===== src/rtl/lcc_cfg.svh =====
// Offsets, field positions, reset values and counts for the link capability
// and link control register bank. Included by the package and the register bank design file.
`ifndef LCC_CFG_SVH
`define LCC_CFG_SVH

`define LCC_OFS_LINK_CAP        8'hec
`define LCC_OFS_LINK_CTRL       8'hf0

`define LCC_CAP_SPEED_LSB       0
`define LCC_CAP_WIDTH_LSB       4
`define LCC_CAP_ASPM_LSB        10
`define LCC_CAP_L0S_LSB         12
`define LCC_CAP_L1_LSB          15
`define LCC_CAP_SDE_BIT         19
`define LCC_CAP_DLL_BIT         20
`define LCC_CAP_PORT_LSB        24

`define LCC_CTL_ASPM_LSB        0
`define LCC_CTL_RCB_BIT         3
`define LCC_CTL_DIS_BIT         4
`define LCC_CTL_RETRAIN_BIT     5
`define LCC_CTL_CCLK_BIT        6
`define LCC_CTL_XSYNC_BIT       7

`define LCC_STA_SPEED_LSB       16
`define LCC_STA_NWIDTH_LSB      20
`define LCC_STA_TRAIN_BIT       27
`define LCC_STA_DLACT_BIT       29

`define LCC_SPEED_2G5           4'h1
`define LCC_RST_WIDTH           6'h01
`define LCC_RST_ASPM_SUP        2'h1
`define LCC_RST_L0S_LAT         3'h3
`define LCC_RST_L1_LAT          3'h0
`define LCC_RST_ASPM_CTL        2'h0

`define LCC_XSYNC_FTS           13'h1000
`define LCC_XSYNC_TS1           13'h0400
`define LCC_NORM_FTS            13'h0080
`define LCC_NORM_TS1            13'h0010

`endif


===== src/rtl/lcc_pkg.sv =====
// Types shared by the link capability and link control register bank.
// Assumes lcc_cfg.svh is on the include path.
`include "lcc_cfg.svh"

package lcc_pkg;

    // Values that a strap, SMBus or EEPROM preload may place in the capability.
    typedef struct packed {
        logic [1:0] aspm_sup;
        logic [2:0] l0s_lat;
        logic [2:0] l1_lat;
        logic [7:0] port_num;
        logic [5:0] max_width;
    } lcc_preload_s;

    // Control settings driven toward the link training logic.
    typedef struct packed {
        logic        l0s_en;
        logic        l1_en;
        logic        rx_l0s_ok;
        logic        link_disable;
        logic        common_clk;
        logic        ext_sync;
        logic [12:0] fts_count;
        logic [12:0] ts1_count;
    } lcc_ctrl_s;

endpackage


===== src/rtl/lcc_train_track.sv =====
// Link-training status flag tracker.
// Assumes training start and done events are one-cycle pulses on clk_i.
module lcc_train_track (
    input  wire logic clk_i,
    input  wire logic rst_i,
    input  wire logic start_i,
    input  wire logic active_i,
    input  wire logic done_i,
    output logic      training_o
);

    // set and clear
    // A start or active level in the cycle of a done pulse keeps the flag set.
    always_ff @(posedge clk_i) begin
        if (rst_i) begin
            training_o <= 1'b0;
        end else if (start_i || active_i) begin
            training_o <= 1'b1;
        end else if (done_i) begin
            training_o <= 1'b0;
        end
    end

endmodule


===== src/rtl/lcc_link_regs.sv =====
// Link capability and link control register bank for one port, on a classic
// Wishbone slave. Assumes a synchronous strap input and one-cycle pulses from
// the link training logic and from the SMBus/EEPROM preload path.
//
// Behaviour
// - Maximum link speed field always reads the 2.5 Gb/s code.
// - Maximum link width comes from the strap or an EEPROM preload.
// - ASPM support resets to L0s-only code; preload may override.
// - L0s exit latency resets to 256 ns code; preload may override.
// - L1 exit latency resets to under 1 us code; preload may override.
// - Surprise-down capability is zero upstream, set downstream only if supported.
// - Link-active reporting reads zero upstream, one on hot-plug downstream ports.
// - Port number resets to port index; preload may override.
// - ASPM control selects none, L0s, L1 or both; resets to zero.
// - Receiver stays able to enter L0s whatever the ASPM control.
// - Read completion boundary bit always reads zero.
// - Link disable is zero upstream; downstream it disables the link.
// - Retrain write starts retraining downstream; bit always reads zero.
// - Common clock bit records shared reference clock; resets to zero.
// - Extended sync sends 4096 FTS from L0s and 1024 TS1 from L1.
// - Training flag set during training and retraining, cleared on completion.
`include "lcc_cfg.svh"

module lcc_link_regs #(
    parameter int unsigned PORT_INDEX   = 0,
    parameter bit          SDE_SUPPORT  = 1'b0,
    parameter bit          HOTPLUG_CAP  = 1'b0
) (
    input  wire logic                 clk_i,
    input  wire logic                 rst_i,
    input  wire logic                 wb_cyc_i,
    input  wire logic                 wb_stb_i,
    input  wire logic                 wb_we_i,
    input  wire logic [7:0]           wb_adr_i,
    input  wire logic [3:0]           wb_sel_i,
    input  wire logic [31:0]          wb_dat_i,
    output logic      [31:0]          wb_dat_o,
    output logic                      wb_ack_o,
    input  wire logic [5:0]           width_strap_i,
    input  wire logic                 preload_valid_i,
    input  wire lcc_pkg::lcc_preload_s preload_i,
    input  wire logic                 train_active_i,
    input  wire logic                 train_done_i,
    input  wire logic [5:0]           neg_width_i,
    input  wire logic                 dl_active_i,
    output lcc_pkg::lcc_ctrl_s        ctrl_o,
    output logic                      retrain_o
);

    // Port 0 faces the host; every other index is a downstream port.
    localparam bit IS_DOWN = (PORT_INDEX != 0);

    localparam bit SDE_BIT = IS_DOWN && SDE_SUPPORT;
    localparam bit DLL_BIT = IS_DOWN && HOTPLUG_CAP;
    localparam logic [7:0] PORT_RST = 8'(PORT_INDEX);

    logic [5:0] width_reg;
    logic       strap_taken_reg;
    logic [1:0] aspm_sup_reg;
    logic [2:0] l0s_lat_reg;
    logic [2:0] l1_lat_reg;
    logic [7:0] port_num_reg;
    logic [1:0] aspm_ctl_reg;
    logic       disable_reg;
    logic       cclk_reg;
    logic       xsync_reg;
    logic       training;
    logic [31:0] cap_word;
    logic [31:0] ctl_word;
    logic        bus_req;
    logic        wr_ctl;
    logic        retrain_req;
    logic [31:0] sta_word;
    logic [31:0] cap_mask;
    logic [31:0] ctl_mask;
    logic [31:0] rd_word;

    // Decodes an address to the word it reads; unmapped reads give zero.
    function automatic logic [31:0] read_mux(input logic [7:0] adr,
                                             input logic [31:0] cap,
                                             input logic [31:0] ctl);
        case (adr)
            `LCC_OFS_LINK_CAP:  read_mux = cap;
            `LCC_OFS_LINK_CTRL: read_mux = ctl;
            default:            read_mux = 32'h0000_0000;
        endcase
    endfunction

    // True where a capability field owns the bit; the rest is reserved.
    function automatic logic cap_owned(input int pos);
        cap_owned = 1'b0;
        if (pos < `LCC_CAP_L1_LSB + 3) begin
            cap_owned = 1'b1;
        end
        if (pos == `LCC_CAP_SDE_BIT || pos == `LCC_CAP_DLL_BIT) begin
            cap_owned = 1'b1;
        end
        if (pos >= `LCC_CAP_PORT_LSB) begin
            cap_owned = 1'b1;
        end
    endfunction

    // True where a control or status field owns the bit; the rest is reserved.
    function automatic logic ctl_owned(input int pos);
        ctl_owned = 1'b0;
        if (pos < `LCC_CTL_ASPM_LSB + 2 || pos == `LCC_CTL_DIS_BIT) begin
            ctl_owned = 1'b1;
        end
        if (pos == `LCC_CTL_CCLK_BIT || pos == `LCC_CTL_XSYNC_BIT) begin
            ctl_owned = 1'b1;
        end
        if (pos >= `LCC_STA_SPEED_LSB && pos < `LCC_STA_NWIDTH_LSB + 6) begin
            ctl_owned = 1'b1;
        end
        if (pos == `LCC_STA_TRAIN_BIT || pos == `LCC_STA_DLACT_BIT) begin
            ctl_owned = 1'b1;
        end
    endfunction

    assign bus_req = wb_cyc_i && wb_stb_i && !wb_ack_o;
    // read-only ignored
    // Only byte 0 of the control word holds writable bits, so a write that
    // misses it, or lands on the capability word, changes nothing.
    assign wr_ctl  = bus_req && wb_we_i && wb_sel_i[0] && (wb_adr_i == `LCC_OFS_LINK_CTRL);
    assign retrain_req = wr_ctl && IS_DOWN && wb_dat_i[`LCC_CTL_RETRAIN_BIT];

    // reserved mask
    // A bit that no field owns is forced to zero on the way out, so a slip in
    // the word packing below cannot leak into a reserved position.
    genvar gi;
    generate
        for (gi = 0; gi < 32; gi++) begin : g_rsvd_mask
            assign cap_mask[gi] = cap_owned(gi);
            assign ctl_mask[gi] = ctl_owned(gi);
        end
    endgenerate

    assign rd_word = read_mux(wb_adr_i, cap_word & cap_mask, ctl_word & ctl_mask);

    // strap capture
    // The strap is sampled in the first cycle after reset rather than in reset,
    // so a preload arriving later still wins.
    always_ff @(posedge clk_i) begin
        if (rst_i) begin
            width_reg <= `LCC_RST_WIDTH;
        end else if (preload_valid_i) begin
            width_reg <= preload_i.max_width;
        end else if (!strap_taken_reg) begin
            width_reg <= width_strap_i;
        end
    end

    // The strap is a one-shot: a later preload owns the width until reset.
    always_ff @(posedge clk_i) begin
        if (rst_i) begin
            strap_taken_reg <= 1'b0;
        end else begin
            strap_taken_reg <= 1'b1;
        end
    end

    always_ff @(posedge clk_i) begin
        if (rst_i) begin
            aspm_sup_reg <= `LCC_RST_ASPM_SUP;
        end else if (preload_valid_i) begin
            aspm_sup_reg <= preload_i.aspm_sup;
        end
    end

    always_ff @(posedge clk_i) begin
        if (rst_i) begin
            l0s_lat_reg <= `LCC_RST_L0S_LAT;
        end else if (preload_valid_i) begin
            l0s_lat_reg <= preload_i.l0s_lat;
        end
    end

    always_ff @(posedge clk_i) begin
        if (rst_i) begin
            l1_lat_reg <= `LCC_RST_L1_LAT;
        end else if (preload_valid_i) begin
            l1_lat_reg <= preload_i.l1_lat;
        end
    end

    always_ff @(posedge clk_i) begin
        if (rst_i) begin
            port_num_reg <= PORT_RST;
        end else if (preload_valid_i) begin
            port_num_reg <= preload_i.port_num;
        end
    end

    always_ff @(posedge clk_i) begin
        if (rst_i) begin
            aspm_ctl_reg <= `LCC_RST_ASPM_CTL;
        end else if (wr_ctl) begin
            aspm_ctl_reg <= wb_dat_i[`LCC_CTL_ASPM_LSB +: 2];
        end
    end

    // downstream disable
    // An upstream port keeps the bit at zero whatever is written.
    always_ff @(posedge clk_i) begin
        if (rst_i) begin
            disable_reg <= 1'b0;
        end else if (wr_ctl) begin
            disable_reg <= IS_DOWN && wb_dat_i[`LCC_CTL_DIS_BIT];
        end
    end

    always_ff @(posedge clk_i) begin
        if (rst_i) begin
            cclk_reg <= 1'b0;
        end else if (wr_ctl) begin
            cclk_reg <= wb_dat_i[`LCC_CTL_CCLK_BIT];
        end
    end

    always_ff @(posedge clk_i) begin
        if (rst_i) begin
            xsync_reg <= 1'b0;
        end else if (wr_ctl) begin
            xsync_reg <= wb_dat_i[`LCC_CTL_XSYNC_BIT];
        end
    end

    // training flag
    // The set-wins ordering of start against done is kept in one small module.
    lcc_train_track u_train (
        .clk_i      (clk_i),
        .rst_i      (rst_i),
        .start_i    (retrain_req),
        .active_i   (train_active_i),
        .done_i     (train_done_i),
        .training_o (training)
    );

    always_comb begin
        cap_word = 32'h0000_0000;
        cap_word[`LCC_CAP_SPEED_LSB +: 4] = `LCC_SPEED_2G5;
        cap_word[`LCC_CAP_WIDTH_LSB +: 6] = width_reg;
        cap_word[`LCC_CAP_ASPM_LSB +: 2]  = aspm_sup_reg;
        cap_word[`LCC_CAP_L0S_LSB +: 3]   = l0s_lat_reg;
        cap_word[`LCC_CAP_L1_LSB +: 3]    = l1_lat_reg;
        cap_word[`LCC_CAP_SDE_BIT]        = SDE_BIT;
        cap_word[`LCC_CAP_DLL_BIT]        = DLL_BIT;
        cap_word[`LCC_CAP_PORT_LSB +: 8]  = port_num_reg;
    end

    // status half
    // The upper half carries the link status so software sees training progress.
    always_comb begin
        sta_word = 32'h0000_0000;
        sta_word[`LCC_STA_SPEED_LSB +: 4]  = `LCC_SPEED_2G5;
        sta_word[`LCC_STA_NWIDTH_LSB +: 6] = neg_width_i;
        sta_word[`LCC_STA_TRAIN_BIT]       = training;
        sta_word[`LCC_STA_DLACT_BIT]       = dl_active_i;
    end

    // retrain reads zero
    // Bits 3 and 5 are never placed here, so both always read back as zero.
    always_comb begin
        ctl_word = sta_word;
        ctl_word[`LCC_CTL_ASPM_LSB +: 2] = aspm_ctl_reg;
        ctl_word[`LCC_CTL_DIS_BIT]       = disable_reg;
        ctl_word[`LCC_CTL_CCLK_BIT]      = cclk_reg;
        ctl_word[`LCC_CTL_XSYNC_BIT]     = xsync_reg;
    end

    // Every access, mapped or not, is answered one cycle after the strobe.
    always_ff @(posedge clk_i) begin
        if (rst_i) begin
            wb_ack_o <= 1'b0;
        end else begin
            wb_ack_o <= bus_req;
        end
    end

    // Read data stands only with the acknowledge and is zero otherwise.
    always_ff @(posedge clk_i) begin
        if (rst_i) begin
            wb_dat_o <= 32'h0000_0000;
        end else if (bus_req && !wb_we_i) begin
            wb_dat_o <= rd_word;
        end else begin
            wb_dat_o <= 32'h0000_0000;
        end
    end

    // retrain pulse
    // Upstream ports never pulse, since the request already folds in the direction.
    always_ff @(posedge clk_i) begin
        if (rst_i) begin
            retrain_o <= 1'b0;
        end else begin
            retrain_o <= retrain_req;
        end
    end

    // sync counts
    // Registered so the training logic never sees a decode glitch.
    always_ff @(posedge clk_i) begin
        if (rst_i) begin
            ctrl_o <= '0;
            ctrl_o.rx_l0s_ok <= 1'b1;
            ctrl_o.fts_count <= `LCC_NORM_FTS;
            ctrl_o.ts1_count <= `LCC_NORM_TS1;
        end else begin
            ctrl_o.l0s_en       <= aspm_ctl_reg[0];
            ctrl_o.l1_en        <= aspm_ctl_reg[1];
            ctrl_o.rx_l0s_ok    <= 1'b1;
            ctrl_o.link_disable <= disable_reg;
            ctrl_o.common_clk   <= cclk_reg;
            ctrl_o.ext_sync     <= xsync_reg;
            if (xsync_reg) begin
                ctrl_o.fts_count <= `LCC_XSYNC_FTS;
                ctrl_o.ts1_count <= `LCC_XSYNC_TS1;
            end else begin
                ctrl_o.fts_count <= `LCC_NORM_FTS;
                ctrl_o.ts1_count <= `LCC_NORM_TS1;
            end
        end
    end

endmodule


===== config.mk =====
export PLATFORM = sky130hd
export DESIGN_NAME = lcc_link_regs
export DESIGN_NICKNAME = d
export VERILOG_FILES = /design/src/rtl/lcc_pkg.sv /design/src/rtl/lcc_train_track.sv /design/src/rtl/lcc_link_regs.sv
export VERILOG_INCLUDE_DIRS = /design/src /design/src/rtl
export SDC_FILE = /design/constraint.sdc
export NUM_CORES = 1
export LEC_CHECK = 0
export BUFFER_PORTS_ARGS = -buffer_cell sky130_fd_sc_hd__buf_2
export CAP_MARGIN = 10
export CORE_AREA = 3 3 80 82
export DETAILED_ROUTE_END_ITERATION = 12
export DIE_AREA = 0 0 83 85
export HOLD_SLACK_MARGIN = 0.1
export PLACE_DENSITY = 0.78
export SYNTH_ARGS = -nofsm -noshare
export SYNTH_HDL_FRONTEND = slang
export SYNTH_HIERARCHICAL = 1
export SYNTH_SLANG_ARGS = --single-unit
export TNS_END_PERCENT = 30

===== constraint.sdc =====
create_clock -name clk_i -period 1.6 [get_ports clk_i]
set_clock_uncertainty 0.1 [all_clocks]
set_input_delay 0.24 -clock clk_i [delete_from_list [all_inputs] [get_ports clk_i]]
set_output_delay 0.24 -clock clk_i [all_outputs]
set_load 0.05 [all_outputs]

==> metrics.txt, run 1 <==
required time worst endpoint=1710 ps; Slew Limit Fails=0; Lkg Pwr=~0.0017 uW; routability cong.=about 0.77; max-cap viol count=0; TNS Setup=0 ps; Die W=approximately 83 um; clk sinks=62; Setup CP Type=input pin to flip-flop; post-CTS setup repair buffer count=0; GRT Total Usage=between 10% and 20%; Final nets=between 400 and 500; clock root cell=clkbuf_8; largest net degree at the start of global routing=23; wirelength, routed=between 5000 and 6000 um; pre-CTS setup slack=61.1 ps; Netlist Area Pre-Place=0.00240 mm2; RSZ-0062 raised after global routing=no; Post-DRT Antenna Nets=0; most common cell after layout, fill and taps aside=buf_2; H-tree depth=3; Num CTS Buffers=9; Die ar.=0.00706 mm2; row count=28; Core Footprint=about 0.0058 mm2; die height=85 um; GRT Residual Overflow=0; CTS tree=yes; Hold Fails Final Rpt=0; Max Fclk=0.650 GHz; via count=1,861; outcome=finished, final reports clean; FF/Latch Area=approximately 0.0012 mm2; HPWL Detailed=~3700 um; minimum clock period=1540 ps; post-route setup slack=between 60 and 70 ps; Antenna Cells=0; Yosys reg bits=slightly above 60; io pins=153; pwr dens=about 1100 mW/mm2; PortBufs=slightly above 90; number of flip-flops in the largest register=28; CP Capture Type=flip-flop; initial antenna violation count=0; Via density=between 4 and 5; Worst Path Max Fanout=1; filler instances=between 400 and 500; DRC=0; initial core utilization=41.3%; multi-input combinational cell area=approximately 960 um2; register area share after synthesis=~52%; VDD IR max=0.761 mV; number of global-route vias before repair=roughly 1,900; Startpoint Class=input pin; most frequent cells in the layout=92 x buf_2, 61 x dfxtp_1, 34 x dlygate4sd3_1, 30 x conb_1, 28 x nor2_1; yosys warns=6; post-synth cell types=28; clk_lat worst skew=330 ps; P&R area growth vs syn=41.3%; Setup-failing EPs final=0; First-pass DRT Iterations=4; Final period util=a little over nine tenths; first-pass GRT wire length=approximately 8900 um; clock slew at reported path FFs=~60 ps; fraction of layout cells with a size suffix above 1=between 30% and 40%; path category of the worst min-delay check=input pin to flip-flop; 1st-iter DRT viols=between 40 and 50; Avg Inst Size Synth=~11 um2; Clock Path Buffers=2; Routed WL per cell=approximately 13 um; synthesized instance count=223; CP Data Arrival Time=about 1700 ps
[critical path, cell delays in order]
cell and delay, ps:
dlygate4sd3_1 530, buf_2 120, nor2_1 120, a21oi_1 90, dlygate4sd3_1 560
[power by group]
group / internal (uW) / switching [uW]
Clock: 962 / 598
Sequential: 1580 / 21.1
Combinational: 175 / 260
Total: 2720 / 879
[repair_timing]
item                                    4_1_cts  5_1_grt
endpoints found under the setup margin        0        5
resized for setup                             0        1
hold endpoints to repair                     32        0
hold buffers                                 34        0
[cells by family (layout without fill, tap and decap cells)]
| logic type | Yosys count | in the layout | synth area share, % |
|---|---|---|---|
| DFF | 62 | 62 | 51.7 |
| and+or+nand+nor | 73 | 73 | 18.7 |
| muxes | 32 | 32 | 13.8 |
| buffers and inverters | 45 | 150 | 13.0 |
| AOI/OAI and AO/OA | 9 | 9 | 2.50 |
| other | 2 | 30 | 0.313 |
[cells in the mapped netlist, drive strengths merged]
| cell type | n | share of area, % |
|---|---|---|
| nand2 | 6 | 0.94 |
| nand3b | 1 | 0.31 |
| nor2 | 28 | 4.4 |
| or4 | 1 | 0.31 |
| a22oi | 6 | 1.9 |
| nor3b | 1 | 0.52 |
| mux2i | 23 | 9.6 |
| nor2b | 7 | 1.8 |
| clkbuf | 4 | 0.68 |
| nand4bb | 1 | 1.1 |
| conb | 2 | 0.31 |
| buf | 39 | 12 |
| and3b | 1 | 0.37 |
| nand4b | 1 | 0.99 |
| mux2 | 9 | 4.2 |
| and3 | 5 | 1.3 |
| and4bb | 1 | 0.68 |
| nor3 | 1 | 0.21 |
| nor4b | 1 | 0.99 |
| and2 | 16 | 4.2 |
| nand2b | 1 | 0.26 |
| dfxtp | 62 | 52 |
| inv | 2 | 0.31 |
| nor4 | 1 | 0.26 |
| a21oi | 3 | 0.63 |
[per-stage QoR]
step           hold WS, ps  total power (uW)  instances  cell area [um2]  utilization [%]
3_5_place_dp           317              2010        381             2810             48.4
3_3_place_gp           312              2000        381             2810             48.4
6_report               156              3600        431             3390             58.3
2_1_floorplan          209              1960        251             2510                -
4_1_cts                142              3640        431             3390             58.2
5_1_grt                160              3740        431             3390             58.3
[per-layer routing]
metal | track usage (%) | routed length (um)
met3 | 4.76 | 378
met2 | 28.9 | 2830
met5 | 0 | 0
met1 | 17.5 | 2150
met4 | 7.58 | 112
[final timing paths]
| kind | end | slack [ps] | depth (start not counted) | start |
|---|---|---|---|---|
| worst max register to register | aspm_ctl_reg[0]$_SDFFE_PP0P_ | 70 | 3 | wb_ack_o$_SDFF_PP0_ |
| worst max-delay path | u_train/training_o$_SDFFE_PP0P_ | 60 | 5 | train_active_i |
| worst min register to register | wb_ack_o$_SDFF_PP0_ | 330 | 1 | wb_ack_o$_SDFF_PP0_ |
| worst min-delay path | aspm_ctl_reg[1]$_SDFFE_PP0P_ | 160 | 3 | wb_dat_i[1] |
[final cells by class]
cell class,count,share of cell area (%)
tap,75,2.77
multi-input combinational,144,28.2
inverter,2,0.221
sequential,62,36.6
clock buffer,11,4.46
timing repair buffer,132,25.3
clock inverter,5,2.40
Power figures use the tool's default switching activity.
==> run 2, diff against run 1 <==
Settings changed: CORE_AREA 3 3 80 82 to 3 3 89 74, DIE_AREA 0 0 83 85 to 0 0 92 77.
==> run 2 against run 1 <==
Against the previous run:
- sequential power barely moved
- critical path type is now flip-flop to flip-flop
- die area rose by 0.41%
- clock-buffer cell count shrank 2
==> metrics.txt, run 2 (same netlist as run 1, synthesis figures left out) <==
outcome=finished, final reports clean; Startpoint Class=flip-flop; Final period util=94.7% (-1.4 points); Clock Path Buffers=2 (unchanged); Slew Limit Fails=0 (unchanged); clk_lat worst skew=330 ps (about the same); routability cong.=0.662 (-14%); crit-path cells=nand4bb_4 -> and4bb_4 -> mux2_2; Final nets=438 (unchanged); slowest CP cell=and4bb_4; GRT Total Usage=15.6% (-0.54 points); Max stage delay on crit path=380 ps (-180 ps); VDD IR max=0.509 mV (-33%); CTS tree=yes; post-CTS setup repair buffer count=0 (unchanged); final non-filler cell total=437 (+1.4%); wirelength, routed=5340 um (-2.5%); row count=25 (-11%); DRC=0 (unchanged); CP Capture Type=flip-flop; P&R area growth vs syn=40.1%; clk sinks=62 (unchanged); Setup-failing EPs final=0 (unchanged); First-pass DRT Iterations=4 (unchanged); Die W=92 um (+11%); Lkg Pwr=0.00168 uW (-0.94%); WP buf/inv=0 (-3); first-pass GRT wire length=8580 um (-3.9%); Post-DRT Antenna Nets=0 (unchanged); number of flip-flops in the largest register=28 (unchanged); path category of the worst min-delay check=input pin to flip-flop; Core Footprint=0.00582 mm2 (about the same); pre-CTS setup slack=40.5 ps (-20.7 ps); max-cap viol count=0 (unchanged); Antenna Cells=0 (unchanged); HPWL Detailed=3710 um (+0.43%); number of cells after detailed placement=387 (+1.6%); clock slew at reported path FFs=70 ps (about the same); Routed WL per cell=12.2 um (-3.8%); Worst path top cell family by delay=simple AND/OR/NAND/NOR gates; initial antenna violation count=0 (unchanged); Setup CP Type=flip-flop to flip-flop; most frequent cells in the layout=92 x buf_2, 61 x dfxtp_1, 34 x dlygate4sd3_1, 30 x conb_1, 28 x nor2_1; fraction of layout cells with a size suffix above 1=36.5% (unchanged); PortBufs=92 (unchanged); RSZ-0062 raised after global routing=no; initial core utilization=41.2% (about the same); post-route setup slack=84.3 ps (+22.8 ps); via count=1,850 (-0.59%); largest net degree at the start of global routing=23 (unchanged); clock root cell=clkbuf_8; H-tree depth=3 (unchanged); Max Fclk=0.660 GHz (+1.5%); Num CTS Buffers=9 (unchanged); CP Data Arrival Time=1640 ps (about the same); die height=77 um (-9.4%); Hold Fails Final Rpt=0 (unchanged); minimum clock period=1520 ps (-22.8 ps); number of global-route vias before repair=1,835 (-3.6%); 1st-iter DRT viols=57 (+21%); pwr dens=1000 mW/mm2 (-5.4%); TNS Setup=0 ps (unchanged); GRT Residual Overflow=0 (unchanged); most common cell after layout, fill and taps aside=buf_2; required time worst endpoint=1720 ps (about the same); io pins=153 (unchanged); Die ar.=0.00708 mm2 (+0.41%); Worst Path Max Fanout=4 (+3); Via density=4.23 (-2.0%); final core occ=57.8% (-0.50 points)
run 2: routing by layer:
layer / up-vias / part of all wire, % / GRT usage, % / routed length [um]
li1: 927 / - / - / -
met1: 833 / 41 / 16.9 / 2170
met2: 81 / 49 / 26.5 / 2630
met3: 9 / 8.7 / 7.25 / 463
met4: 0 / 1.3 / 5.79 / 72
met5: - / 0 / 0 / 0
run 2: final timing paths:
kind                                           from                            to  slack, ps  depth (start not counted)
worst max-delay path            wb_ack_o$_SDFF_PP0_  aspm_ctl_reg[0]$_SDFFE_PP0P_         80                          3
worst max register to register  wb_ack_o$_SDFF_PP0_  aspm_ctl_reg[0]$_SDFFE_PP0P_         80                          3
worst min-delay path                    wb_dat_i[1]  aspm_ctl_reg[1]$_SDFFE_PP0P_        150                          3
worst min register to register  wb_ack_o$_SDFF_PP0_           wb_ack_o$_SDFF_PP0_        330                          1
run 2: through the flow:
step / hold slack, ps / cell area, um2 / power (uW)
after floorplan: 209 / 2510 / 1960
after global placement: 300 / 2820 / 2000
after detailed placement: 307 / 2820 / 2000
after CTS: 133 / 3360 / 3420
after global routing: 151 / 3360 / 3530
final: 146 / 3360 / 3380
run 2: where the power goes:
| group | switching, uW | total, uW | internal, uW |
|---|---|---|---|
| clock network | 618 | 1340 | 723 |
| registers | 20.7 | 1600 | 1580 |
| logic | 259 | 434 | 175 |
| total | 897 | 3380 | 2480 |
run 2: final cells by class:
cell class,instances,area [um2]
clock buffers,9,124
clock inverters,7,73.8
fillers,529,2450
inverters,2,7.51
multi-input cells,144,956
flip-flops and latches,62,1240
well taps,81,101
repair buffers,132,858
run 2: tightest hold or removal path: cells and delay by family:
| kind | cells | cell delay [ps] |
|---|---|---|
| buffers and inverters | 1 | 70 |
| AND/OR/NAND/NOR | 1 | 100 |
| multiplexers | 1 | 140 |
run 2: timing repair:
item / CTS / global route
resized for setup: 0 / 1
hold buffers: 34 / 0
hold endpoints to repair: 32 / 0
setup endpoints to repair: 0 / 6
